$ cat config.mk
export PLATFORM = sky130hd
export DESIGN_NAME = cic_cost
export DESIGN_NICKNAME = d
export VERILOG_FILES = /design/src/common/cic_pkg.sv /design/src/hdl/cic_xlat_mem.sv /design/src/hdl/cic_cost.sv
export VERILOG_INCLUDE_DIRS = /design/src /design/src/common
export SDC_FILE = /design/constraint.sdc
export NUM_CORES = 2
export LEC_CHECK = 0
export BUFFER_PORTS_ARGS = -buffer_cell sky130_fd_sc_hd__buf_2
export CAP_MARGIN = 20
export CORE_MARGIN = 5
export CORE_UTILIZATION = 33
export CTS_CLUSTER_SIZE = 20
export DETAILED_ROUTE_END_ITERATION = 7
export SLEW_MARGIN = 15
export SYNTH_ARGS = -nofsm -noshare
export SYNTH_HDL_FRONTEND = slang
export SYNTH_SLANG_ARGS = --single-unit
$ cat constraint.sdc
create_clock -name clk -period 8.9 [get_ports clk]
set_input_delay 1.335 -clock clk [delete_from_list [all_inputs] [get_ports clk]]
set_output_delay 1.335 -clock clk [all_outputs]
set_load 0.03 [all_outputs]
$ cat src/common/cic_params.svh
`ifndef CIC_PARAMS_SVH
`define CIC_PARAMS_SVH
// Operation
// - Each flag is kept, cleared, set, taken from result, undefined, or restored.
// - Branch cost includes queue reload and target fetch clocks.
// - Wide bus: odd-address word reference adds four clocks.
// - Narrow bus: every 16-bit memory reference, stack included, adds four clocks.
// - Each instruction has a base-core count and an enhanced-core count.
// - Narrow bus: byte ops use listed count, word ops add 4 per transfer.
// - Repeat cost is start count plus per-iteration count times repeat number.
// - Fast instructions below two clocks per byte drain the queue and stall.
// - Address cost: 6, 5, 9, 7 or 8, 11 or 12 clocks by components.
// - Segment override adds 2 clocks to address cost.
// - Operand waits at most one clock behind a started fetch cycle.
// - With a full queue the operand request waits no clocks.
// - Word constants span 0-FFFFH, byte constants span 0-FFH.
// - Short branch reaches -128 to +127 bytes from instruction end.
// - Translate indexes a 256-byte table in memory.
// - Far indirect pointer doubleword loads both offset and segment.
// - Timing for a sequence is exactly repeatable under equal conditions.
`define CIC_EA_ADDR_OFFSET_FIELD     24'h000006
`define CIC_EA_BI       24'h000005
`define CIC_EA_DBI      24'h000009
`define CIC_EA_PAIR7    24'h000007
`define CIC_EA_PAIR8    24'h000008
`define CIC_EA_DPAIR11  24'h00000B
`define CIC_EA_DPAIR12  24'h00000C
`define CIC_SEG_OVR     24'h000002
`define CIC_FETCH_WAIT  24'h000001
`define CIC_QDEPTH      3'h6
`define CIC_TBL_DEPTH   256
`endif

$ cat src/common/cic_pkg.sv
package cic_pkg;
    typedef logic [23:0] cic_clk_t;
    typedef enum logic [2:0] {
        EA_NONE, EA_ADDR_OFFSET_FIELD, EA_BI, EA_DBI, EA_PAIR7, EA_PAIR8, EA_DPAIR11, EA_DPAIR12
    } cic_ea_e;
    typedef enum logic [2:0] {
        FL_KEEP, FL_CLR, FL_SET, FL_RES, FL_UNDEF, FL_REST
    } cic_flag_e;
    typedef enum logic [2:0] {
        ST_IDLE, ST_REP, ST_QUEUE, ST_BUS, ST_DONE
    } cic_state_e;
endpackage

$ cat src/hdl/cic_xlat_mem.sv
`timescale 1ns/10ps
`default_nettype none
`include "cic_params.svh"
module cic_xlat_mem
    import cic_pkg::*;
(
    input  wire logic       clk,     // Core clock
    input  wire logic       srst,    // Sync reset
    input  wire logic       ce,      // Clock enable
    input  wire logic       wr_en,   // Table write strobe
    input  wire logic [7:0] wr_addr, // Table write index
    input  wire logic [7:0] wr_data, // Table write byte
    input  wire logic       rd_en,   // Lookup strobe
    input  wire logic [7:0] rd_addr, // Lookup index
    output logic      [7:0] rd_data  // Registered lookup byte
);
    logic [7:0] mem [0:`CIC_TBL_DEPTH-1];

    // Storage carries no reset; contents are software's job
    always_ff @(posedge clk) begin
        if (ce && wr_en) begin
            mem[wr_addr] <= wr_data;
        end
    end

    // Registered read so the top's output comes from a flop
    always_ff @(posedge clk) begin
        if (srst) begin
            rd_data <= 8'h00;
        end else if (ce && rd_en) begin
            rd_data <= mem[rd_addr];
        end
    end
endmodule
`default_nettype wire

$ cat src/hdl/cic_cost.sv
`timescale 1ns/10ps
`default_nettype none
`include "cic_params.svh"
module cic_cost
    import cic_pkg::*;
(
    input  wire logic        clk,         // 25 MHz core clock
    input  wire logic        srst,        // Sync reset, high
    input  wire logic        ce,          // Clock enable, freezes all
    input  wire logic        req_valid,   // Costing request
    input  wire logic        req_core,    // 0 base core, 1 enhanced core
    input  wire logic        req_narrow,  // 8-bit external bus variant
    input  wire logic        req_word,    // Word operation
    input  wire logic [15:0] clk_n,       // Base-core start count
    input  wire logic [15:0] clk_m,       // Enhanced-core start count
    input  wire logic [15:0] iter_n,      // Base-core per-iteration count
    input  wire logic [15:0] iter_m,      // Enhanced-core per-iteration count
    input  wire logic        rep_en,      // Repeated instruction
    input  wire logic [15:0] rep_count,   // Repeat number
    input  wire logic        mem_op,      // Memory operand present
    input  wire cic_ea_e     ea_mode,     // Address components
    input  wire logic        seg_ovr,     // Segment override applies
    input  wire logic        odd_addr,    // Word operand at odd address
    input  wire logic [2:0]  xfers,       // Memory data transfers
    input  wire logic        branch,      // Control transfer
    input  wire logic [2:0]  instr_bytes, // Opcode bytes consumed
    input  wire logic        bus_avail,   // Bus free, asynchronous pin
    input  wire logic [26:0] flag_act,    // Three bits per flag
    input  wire logic [8:0]  flag_old,    // Flags before
    input  wire logic [8:0]  flag_res,    // Flags from result
    input  wire logic [8:0]  flag_saved,  // Earlier saved flags
    input  wire logic        imm_byte,    // Immediate is byte_constant
    input  wire logic [15:0] imm_val,     // Immediate value
    input  wire logic [15:0] br_end,      // Address after the branch
    input  wire logic [7:0]  br_addr_offset_field,     // Short branch displacement
    input  wire logic        far_load,    // Load far_indirect_pointer
    input  wire logic [31:0] far_ptr,     // Offset low, segment high
    input  wire logic        tbl_wr,      // Translate table write
    input  wire logic [7:0]  tbl_waddr,   // Table write index
    input  wire logic [7:0]  tbl_wdata,   // Table write byte
    input  wire logic        tbl_rd,      // Translate lookup
    input  wire logic [7:0]  tbl_index,   // Lookup index
    output logic             busy,        // Costing in progress
    output logic             cost_valid,  // One-cycle result strobe
    output cic_clk_t         cost_total,  // Total clocks
    output logic      [2:0]  queue_level, // Prefetch queue bytes
    output logic      [8:0]  flag_new,    // Resulting flags
    output logic      [8:0]  flag_undef,  // Flags holding no reliable value
    output logic             imm_ok,      // Immediate in range
    output logic      [15:0] br_target,   // Short branch target
    output logic      [15:0] far_offset,  // Far target offset
    output logic      [15:0] far_segment, // Far target segment
    output logic      [7:0]  tbl_data,    // Translated byte
    output logic             tbl_valid    // Translated byte strobe
);
    cic_state_e state;
    cic_state_e next_state;
    cic_clk_t   acc;
    cic_clk_t   iter_q;
    logic [15:0] rep_left;
    logic        mem_q;
    logic        branch_q;
    logic [2:0]  bytes_q;
    logic        bus_s1;
    logic        bus_s2;
    logic        bus_s3;
    logic        bus_ok;
    logic        accept;
    logic [15:0] base_sel;
    logic [15:0] iter_sel;
    cic_clk_t    ea_c;
    cic_clk_t    pen_c;
    cic_clk_t    static_c;
    cic_clk_t    iter_c;
    cic_clk_t    stall_c;
    cic_clk_t    wait_c;
    cic_clk_t    fill_sum;
    logic [2:0]  kept;

    assign accept = ce && req_valid && (state == ST_IDLE);

    // Core pick and address cost
    always_comb begin
        base_sel = req_core ? clk_m : clk_n;
        iter_sel = req_core ? iter_m : iter_n;
        case (ea_mode)
            EA_ADDR_OFFSET_FIELD:    ea_c = `CIC_EA_ADDR_OFFSET_FIELD;
            EA_BI:      ea_c = `CIC_EA_BI;
            EA_DBI:     ea_c = `CIC_EA_DBI;
            EA_PAIR7:   ea_c = `CIC_EA_PAIR7;
            EA_PAIR8:   ea_c = `CIC_EA_PAIR8;
            EA_DPAIR11: ea_c = `CIC_EA_DPAIR11;
            EA_DPAIR12: ea_c = `CIC_EA_DPAIR12;
            default:    ea_c = 24'h000000;
        endcase
        if (mem_op && seg_ovr) begin
            ea_c = ea_c + `CIC_SEG_OVR;
        end
    end

    // Four clocks per transfer, shared by odd and narrow penalties
    assign pen_c = 24'({xfers, 2'h0});

    // Start part; narrow word penalty moves into the loop when repeating
    always_comb begin
        static_c = 24'(base_sel) + ea_c;
        if (!req_narrow && req_word && odd_addr) begin
            static_c = static_c + pen_c;
        end
        if (req_narrow && req_word && !rep_en) begin
            static_c = static_c + pen_c;
        end
        iter_c = 24'(iter_sel);
        if (req_narrow && req_word) begin
            iter_c = iter_c + pen_c;
        end
    end

    // Queue stall and fetch wait, from the level before consumption
    always_comb begin
        stall_c = 24'h000000;
        kept    = 3'h0;
        if (bytes_q > queue_level) begin
            stall_c = 24'({3'(bytes_q - queue_level), 1'h0});
        end else begin
            kept = 3'(queue_level - bytes_q);
        end
        wait_c = 24'h000000;
        if (mem_q && (queue_level != `CIC_QDEPTH)) begin
            wait_c = `CIC_FETCH_WAIT;
        end
        fill_sum = 24'(kept) + (acc >> 1);
    end

    // Sequencer; latency set by repeat count and, for memory operands, by the synchronised bus_ok
    always_comb begin
        next_state = state;
        case (state)
            ST_IDLE: begin
                if (accept) begin
                    next_state = (rep_en && rep_count != 16'h0000) ? ST_REP : ST_QUEUE;
                end
            end
            ST_REP: begin
                if (rep_left == 16'h0001) begin
                    next_state = ST_QUEUE;
                end
            end
            ST_QUEUE: begin
                next_state = (mem_q && !bus_ok) ? ST_BUS : ST_DONE;
            end
            ST_BUS: begin
                if (bus_ok) begin
                    next_state = ST_DONE;
                end
            end
            ST_DONE: next_state = ST_IDLE;
            default: next_state = ST_IDLE;
        endcase
    end

    always_ff @(posedge clk) begin
        if (srst) begin
            state <= ST_IDLE;
            busy  <= 1'b0;
        end else if (ce) begin
            state <= next_state;
            busy  <= (next_state != ST_IDLE);
        end
    end

    // Three-stage pin sync; only agreeing later stages move bus_ok
    always_ff @(posedge clk) begin
        if (srst) begin
            bus_s1 <= 1'b0;
            bus_s2 <= 1'b0;
            bus_s3 <= 1'b0;
            bus_ok <= 1'b0;
        end else if (ce) begin
            bus_s1 <= bus_avail;
            bus_s2 <= bus_s1;
            bus_s3 <= bus_s2;
            if (bus_s2 == bus_s3) begin
                bus_ok <= bus_s3;
            end
        end
    end

    // Clock accumulator
    always_ff @(posedge clk) begin
        if (srst) begin
            acc    <= 24'h000000;
            iter_q <= 24'h000000;
        end else if (ce) begin
            case (state)
                ST_IDLE: begin
                    if (accept) begin
                        acc    <= static_c;
                        iter_q <= iter_c;
                    end
                end
                ST_REP:   acc <= acc + iter_q;
                ST_QUEUE: acc <= acc + stall_c + wait_c;
                ST_BUS: begin
                    if (!bus_ok) begin
                        acc <= acc + 24'h000001;
                    end
                end
                default: acc <= acc;
            endcase
        end
    end

    // Repeat counter and per-request context
    always_ff @(posedge clk) begin
        if (srst) begin
            rep_left <= 16'h0000;
            mem_q    <= 1'b0;
            branch_q <= 1'b0;
            bytes_q  <= 3'h0;
        end else if (ce) begin
            if (accept) begin
                rep_left <= rep_count;
                mem_q    <= mem_op;
                branch_q <= branch;
                bytes_q  <= instr_bytes;
            end else if (state == ST_REP) begin
                rep_left <= rep_left - 16'h0001;
            end
        end
    end

    // Queue refills one byte per two clocks; a branch empties it
    always_ff @(posedge clk) begin
        if (srst) begin
            queue_level <= 3'h0;
        end else if (ce && state == ST_QUEUE) begin
            if (branch_q) begin
                queue_level <= 3'h0;
            end else if (fill_sum >= 24'(`CIC_QDEPTH)) begin
                queue_level <= `CIC_QDEPTH;
            end else begin
                queue_level <= fill_sum[2:0];
            end
        end
    end

    // Result strobe
    always_ff @(posedge clk) begin
        if (srst) begin
            cost_valid <= 1'b0;
            cost_total <= 24'h000000;
        end else if (ce) begin
            cost_valid <= (state == ST_DONE);
            if (state == ST_DONE) begin
                cost_total <= acc;
            end
        end
    end

    // Per-flag effect decode
    genvar gi;
    generate
        for (gi = 0; gi < 9; gi++) begin : g_flag
            always_ff @(posedge clk) begin
                if (srst) begin
                    flag_new[gi]   <= 1'b0;
                    flag_undef[gi] <= 1'b0;
                end else if (accept) begin
                    flag_undef[gi] <= (cic_flag_e'(flag_act[3*gi +: 3]) == FL_UNDEF);
                    case (cic_flag_e'(flag_act[3*gi +: 3]))
                        FL_CLR:  flag_new[gi] <= 1'b0;
                        FL_SET:  flag_new[gi] <= 1'b1;
                        FL_RES:  flag_new[gi] <= flag_res[gi];
                        FL_REST: flag_new[gi] <= flag_saved[gi];
                        default: flag_new[gi] <= flag_old[gi];
                    endcase
                end
            end
        end
    endgenerate

    // Operand range checks and transfer targets
    always_ff @(posedge clk) begin
        if (srst) begin
            imm_ok      <= 1'b0;
            br_target   <= 16'h0000;
            far_offset  <= 16'h0000;
            far_segment <= 16'h0000;
        end else if (accept) begin
            imm_ok    <= !imm_byte || (imm_val[15:8] == 8'h00);
            br_target <= br_end + {{8{br_addr_offset_field[7]}}, br_addr_offset_field};
            if (far_load) begin
                far_offset  <= far_ptr[15:0];
                far_segment <= far_ptr[31:16];
            end
        end
    end

    // Translate table
    cic_xlat_mem u_tbl (
        .clk     (clk),
        .srst    (srst),
        .ce      (ce),
        .wr_en   (tbl_wr),
        .wr_addr (tbl_waddr),
        .wr_data (tbl_wdata),
        .rd_en   (tbl_rd),
        .rd_addr (tbl_index),
        .rd_data (tbl_data)
    );

    always_ff @(posedge clk) begin
        if (srst) begin
            tbl_valid <= 1'b0;
        end else if (ce) begin
            tbl_valid <= tbl_rd;
        end
    end
endmodule
`default_nettype wire

=== Yosys cells after proc, flatten, opt, wreduce, memory -nomap -nowiden ===
Memories as Yosys holds them, arrays and structs flattened. A register that Yosys moved wholly into a read port is not among the register bits.
Index checks and enable logic that the tools add are counted.

* Flip-flop bits (word level): 173
* RAM bits: 2048
* Input bits: 256
* Output and inout bits: 105
* Memories: 1

* Add/subtract/negate cells: 14
* Magnitude comparators: 2
* Equal/unequal tests: 61
* Multiplexer cells: 34
* Reduce and logical (&&, ||, !) cells: 31

{| class="wikitable"
|+ Memory list
! memory !! depth !! bits a word !! read ports !! clocked after memory_dff !! wr ports !! RTL line !! text
|-
| u_tbl.mem || 256 || 8 || 1 || 1 || 1 || cic_xlat_mem.sv:17 || <nowiki>logic [7:0] mem [0:`CIC_TBL_DEPTH-1];</nowiki>
|}

{| class="wikitable"
|+ Operators by type and width
! operator !! number
|-
| $mux 24 || 5
|-
| $pmux 24 s4 || 1
|-
| $add 24x24->24 || 3
|-
| $eq 3x3->1 const B || 23
|-
| $eq 3x2->1 const B || 22
|-
| $mux 16 || 4
|-
| $add 24x5->24 || 2
|-
| $pmux 1 s4 || 9
|-
| $eq 3x1->1 const B || 11
|-
| $pmux 4 s7 || 1
|-
| $add 16x24->24 || 1
|-
| $add 24x1->24 const B || 1
|-
| $add 24x2->24 const B || 1
|-
| $add 3x23->24 || 1
|-
| $ge 24x3->1 const B || 1
|-
| $mux 3 || 7
|-
| $add 16x5->17 || 1
|-
| $mux 17 || 1
|-
| $add 16x16->16 || 1
|-
| $eq 16x1->1 const B || 1
|-
| $reduce_bool 16->1 || 1
|-
| $sub 16x1->16 const B || 1
|-
| $logic_and 1x1->1 || 13
|-
| $pmux 3 s4 || 1
|-
| other kinds (18) || 29
|}

=== Logic depth before layout (Yosys ltp) ===
* Word-level depth: 11
* Gate-level depth with buffers: 22

=== Modules after synthesis ===
A second synthesis with hierarchy kept.

* Cells, all modules: 5457
* Area, all modules: 92717.7 sq um

{| class="wikitable"
|+ By module, submodules not included
! module !! instances !! cells each !! area an instance (sq um) !! sequential area each (sq um)
|-
| cic_xlat_mem || 1 || 3876 || 80782.5 || 61659.1
|-
| cic_cost || 1 || 1581 || 11935.2 || 3323.2
|}

=== Least setup slack after synthesis ===
No wires, ideal clock.

* Kind: input-to-reg
* From: input req_core
* To: register acc[12]
* Setup time: 133 ps
* Arrival: 6343 ps
* Slack: 2423 ps
* Cell stages on the path: 21
* Buffers on the path: 4
* Cell sequence: buf_6 buf_2 buf_1 buf_1 mux2_2 ha_1 fa_1 xor2_1 ha_1 inv_1 fa_1 o21ai_0 fa_1 a21oi_1 nor2_1 nand3_1 a211oi_1 nand4_1 xnor2_1 a21oi_1 nor3_1

* Word-level cells in the longest chain between the ends: 8

{| class="wikitable"
|+ RTL lines
! item !! RTL line !! text
|-
| start: declaration || cic_cost.sv:11 || <nowiki>input wire logic req_core,</nowiki>
|-
| $mux 16 (*) || cic_cost.sv:84 || <nowiki>base_sel = req_core ? clk_m : clk_n;</nowiki>
|-
| $add 16x24->24 (*) || cic_cost.sv:106 || <nowiki>static_c = 24'(base_sel) + ea_c;</nowiki>
|-
| $add 24x5->24 || cic_cost.sv:108 || <nowiki>static_c = static_c + pen_c;</nowiki>
|-
| $mux 24 (*) || cic_cost.sv:107 || <nowiki>if (!req_narrow && req_word && odd_addr) begin</nowiki>
|-
| $add 24x5->24 || cic_cost.sv:111 || <nowiki>static_c = static_c + pen_c;</nowiki>
|-
| $mux 24 (*) || cic_cost.sv:110 || <nowiki>if (req_narrow && req_word && !rep_en) begin</nowiki>
|-
| $mux 24 (*) || cic_cost.sv:197 || <nowiki>if (accept) begin</nowiki>
|-
| $pmux 24 s4 (*) || cic_cost.sv:195 || <nowiki>case (state)</nowiki>
|-
| end signal: assignment || cic_cost.sv:198 || <nowiki>acc <= static_c;</nowiki>
|-
| end signal: assignment || cic_cost.sv:202 || <nowiki>ST_REP: acc <= acc + iter_q;</nowiki>
|-
| end signal: assignment || cic_cost.sv:203 || <nowiki>ST_QUEUE: acc <= acc + stall_c + wait_c;</nowiki>
|-
| end: declaration || cic_cost.sv:58 || <nowiki>cic_clk_t acc;</nowiki>
|}

Mark *: on every way between the ends. The rest lies on a longest branch, timed or not. The select of a mux whose other input is x is not followed.
A chain may end at the register's enable or synchronous reset.

=== Worst setup path after layout ===
* From: input ea_mode[0]
* To: register acc[10]

* Word-level cells in the longest chain between the ends: 11
* Elaborated cells on any way between the ends: 17

{| class="wikitable"
|+ RTL lines
! item !! RTL line !! text
|-
| start: declaration || cic_cost.sv:21 || <nowiki>input wire cic_ea_e ea_mode,</nowiki>
|-
| $eq 3x3->1, or another cell as far along || cic_cost.sv:86 || <nowiki>case (ea_mode)</nowiki>
|-
| $pmux 4 s7 (*) || cic_cost.sv:86 ||
|-
| $add 24x2->24 (no source line) || n/a ||
|-
| $mux 24 (*) || cic_cost.sv:96 || <nowiki>if (mem_op && seg_ovr) begin</nowiki>
|-
| $add 16x24->24 (*) || cic_cost.sv:106 ||
|-
| $add 24x5->24 || cic_cost.sv:108 ||
|-
| $mux 24 (*) || cic_cost.sv:107 ||
|-
| $add 24x5->24 || cic_cost.sv:111 ||
|-
| $mux 24 (*) || cic_cost.sv:110 ||
|-
| $mux 24 (*) || cic_cost.sv:197 ||
|-
| $pmux 24 s4 (*) || cic_cost.sv:195 ||
|}

Marked as above.

==> summary.txt <==
Global routing
  – GRT Util Overall: 16.05%
  – Initial antenna violation count: 22
  – First-pass GRT wire length: 341100 um
  – Vias in the first global route: 47800
  – Total grt overflow: 0
  – Largest net degree at the start of global routing: 162

Power and ir drop
  – Power Density: 213.0 nW/um^2
  – Peak VDD IR: 0.1903 mV
  – Post-layout power: 22.03 mW
  – Leak: 32.56 nW

Synthesis
  – Post-synth EDFFs: 2048
  – Syn Nets: 5168
  – Post-synth top area share: 67.75%
  – Ys async rst share: 0%
  – Distinct cells, synth: 80
  – Part of the Yosys area used for sequential elements: 71.59%
  – Dominant synthesized flop cell: edfxtp_1
  – Area contributors post-synth: edfxtp_1, mux4_2, dfxtp_1, nor2_1, a21oi_1
  – Avg Inst Size Synth: 18.75 um^2
  – Yosys reg bits: 2222
  – Ys Warns: 0
  – Largest area contributor in the synthesized netlist: edfxtp_1
  – Syn Inst Count: 4841
  – Mapped Area: 90770 um^2

CTS
  – Post-CTS resize count: 0
  – Post-CTS setup buffers: 0
  – Clock-pin slew on the worst setup and hold paths: 0.07 ns
  – Worst skew pair latency: 0.89 ns
  – CTS Root Cell: clkbuf_16
  – Post-CTS Hold Buffers: 0
  – CTS Sinks: 2222
  – H-tree lvl count: 4
  – CTS Buf Count: 221
  – Clk buf depth: 4
  – CTS tree: yes

Route
  – Drt drc: 0
  – Via-to-Cell Ratio: 5.327
  – Drt pass-1 iters: 7
  – DRT Wirelength: 235600 um
  – Initial DRC count: 4662
  – Wire length per cell: 26.32 um
  – Highest routed layer: met5
  – DR vias: 47690
  – Metal1 wirelength: 98630 um
  – Met2 wire length: 114900 um
  – Antenna-violating nets left: 0
  – Routed wl met3: 16390 um

Setup path
  – WP data arrival: 6.26 ns
  – FF-to-FF path depth: 15
  – CP Launch Type: input port
  – Maximum fanout along the worst path: 7
  – Worst setup EP type: flip-flop
  – Req. time, crit path: 9.56 ns
  – CP Launch Point: ea_mode[0]
  – CP Class: in -> reg
  – Reg-to-reg critical path startpoint: state[0]
  – R2R Path End: acc[18]
  – R2r setup slk: 4.17 ns

Placement
  – Port bufs: 352
  – DPL Wire Length: 150000 um
  – Gpl congestion: 0.9516
  – Placed cell area: 96670 um^2

Floorplanning
  – Initial core utilization: 33.15%
  – Die width: 534.5 um
  – Ports: 361
  – Die height: 534.5 um
  – Die area: 285700 um^2
  – Core area: 273900 um^2
  – Core Rows: 192

Hold path
  – Min-delay worst type: reg -> reg
  – Hold Crit Start: iter_q[14]
  – Hold depth: 2
  – Hold Path End: iter_q[14]

Timing
  – Final period util: 62.90%
  – Fin Clk Skew: 0.07088 ns
  – Setup repair after global routing missed its margin: no
  – Number of hold violations in the final report: 0
  – Worst Max-Slew Pin Slew: 1.167 ns
  – Slew margin rel.: 22.18%
  – Maximum clock frequency: 178.6 MHz
  – Final setup TNS: 0 ns
  – Fin. max-slew vios: 0
  – Period minus WS final: 5.598 ns
  – Setup violators final: 0

Layout
  – Commonest non-fill, non-tap cell in the layout: edfxtp_1
  – Net count, final: 5528
  – Most frequent cells in the layout: edfxtp_1, mux4_2, nor2_1, buf_2, nand2_1
  – Post-Layout Inst Area: 103400 um^2
  – Share of cells above drive strength 1: 26.96%
  – Area delta synth->final: 13.95%

Run status
  – Status: finished, final reports clean

Flow run
  – Max-Cap Viols: 0
-- flip-flops by register name (all words and copies together), names as in the netlist, 3 cells and up --
register	flops
br_target	16
state	3
flag_undef	9
queue_level	3
iter_q	17
u_tbl.mem	2048
u_tbl.rd_data	8
cost_total	24
rep_left	16
bytes_q	3
acc	24
far_segment	16
far_offset	16
flag_new	9
-- logic make-up after synthesis --
group	Yosys count	synth area share [%]
muxes	724	17.38
xor gates and xnor gates	81	0.7816
AOI/OAI and AO/OA	435	2.953
buffers and inverters	323	1.414
DFF	2222	71.59
adders and majority gates	72	1.082
and+or+nand+nor	984	4.805
-- cells in the mapped netlist (all sizes together), types with 5 or more instances --
cell type and number:
a21oi 220, nor3 52, and3 11, nand2b 20
ha 60, a22oi 6, inv 37, a31oi 11
clkbuf 208, fa 11, o21a 8, o221ai 7
o21ai 49, nand3b 7, a31o 5, buf 78
and2 21, mux4 680, dfxtp 174, a221oi 8
nand3 71, or4 5, nand4 30, a211oi 33
xor2 38, nor2 396, or3 11, nand2 290
xnor2 43, edfxtp 2048, nor2b 32, mux2i 30
a21o 27, mux2 14, nor4 14, o21bai 5
or2 11, o211ai 14, o22ai 5
-- where the power goes --
part,switching (mW),leakage [nW],internal (mW)
sequential,0.0551,19.8,11.4
clock,3.88,3.30,5.02
combinational,0.995,9.44,0.625
total,4.93,32.6,17.1
-- layer usage --
layer,vias to the layer above,global-route usage [%]
met4,12,4.192
met1,25250,22.25
li1,20360,-
met5,-,0
met2,1747,26.24
met3,315,2.890
-- worst max-delay path by stage --
stage	slack (ns)	cells past startpoint	endpoint
final	3.30	18	acc[10]
after global routing	2.92	19	acc[12]
after CTS	3.34	19	acc[12]
after detailed placement	2.48	18	acc[10]
after global placement	2.44	19	acc[10]
after floorplan	2.42	21	acc[12]
-- layout make-up --
class | instances | area [um^2]
repair buffers | 423 | 2537
fillers | 24940 | 170400
diodes | 6 | 15.01
clock inverters | 111 | 957.2
inverters | 37 | 138.9
flip-flops and latches | 2222 | 64980
well taps | 3589 | 4491
clock buffers | 268 | 5779
multi-input cells | 2296 | 24540
-- stage by stage --
step | hold slack (ns) | cells | utilization (%) | setup WS, ns
final | 0.4484 | 8952 | 37.77 | 3.302
after detailed placement | 0.4426 | 8565 | 35.30 | 2.484
after global placement | 0.4374 | 8564 | 35.29 | 2.443
after global routing | 0.4629 | 8951 | 37.77 | 2.916
after CTS | 0.4520 | 8944 | 37.76 | 3.340
after floorplan | 0.4273 | 4841 | - | 2.423
-- critical path, cell delays in order --
cell      delay, ns
buf_2          0.13
fa_1           0.59
ha_1           0.24
mux2_2         0.26
ha_1           0.37
xor2_1         0.21
ha_1           0.20
inv_1          0.06
fa_1           0.44
o21ai_0        0.40
fa_1           0.30
a21oi_1        0.07
nor2_1         0.09
nand3_1        0.12
a211oi_1       0.76
a22oi_1        0.16
o311ai_1       0.39
a211oi_1       0.12
No activity file was read; power rests on OpenSTA's default activity.
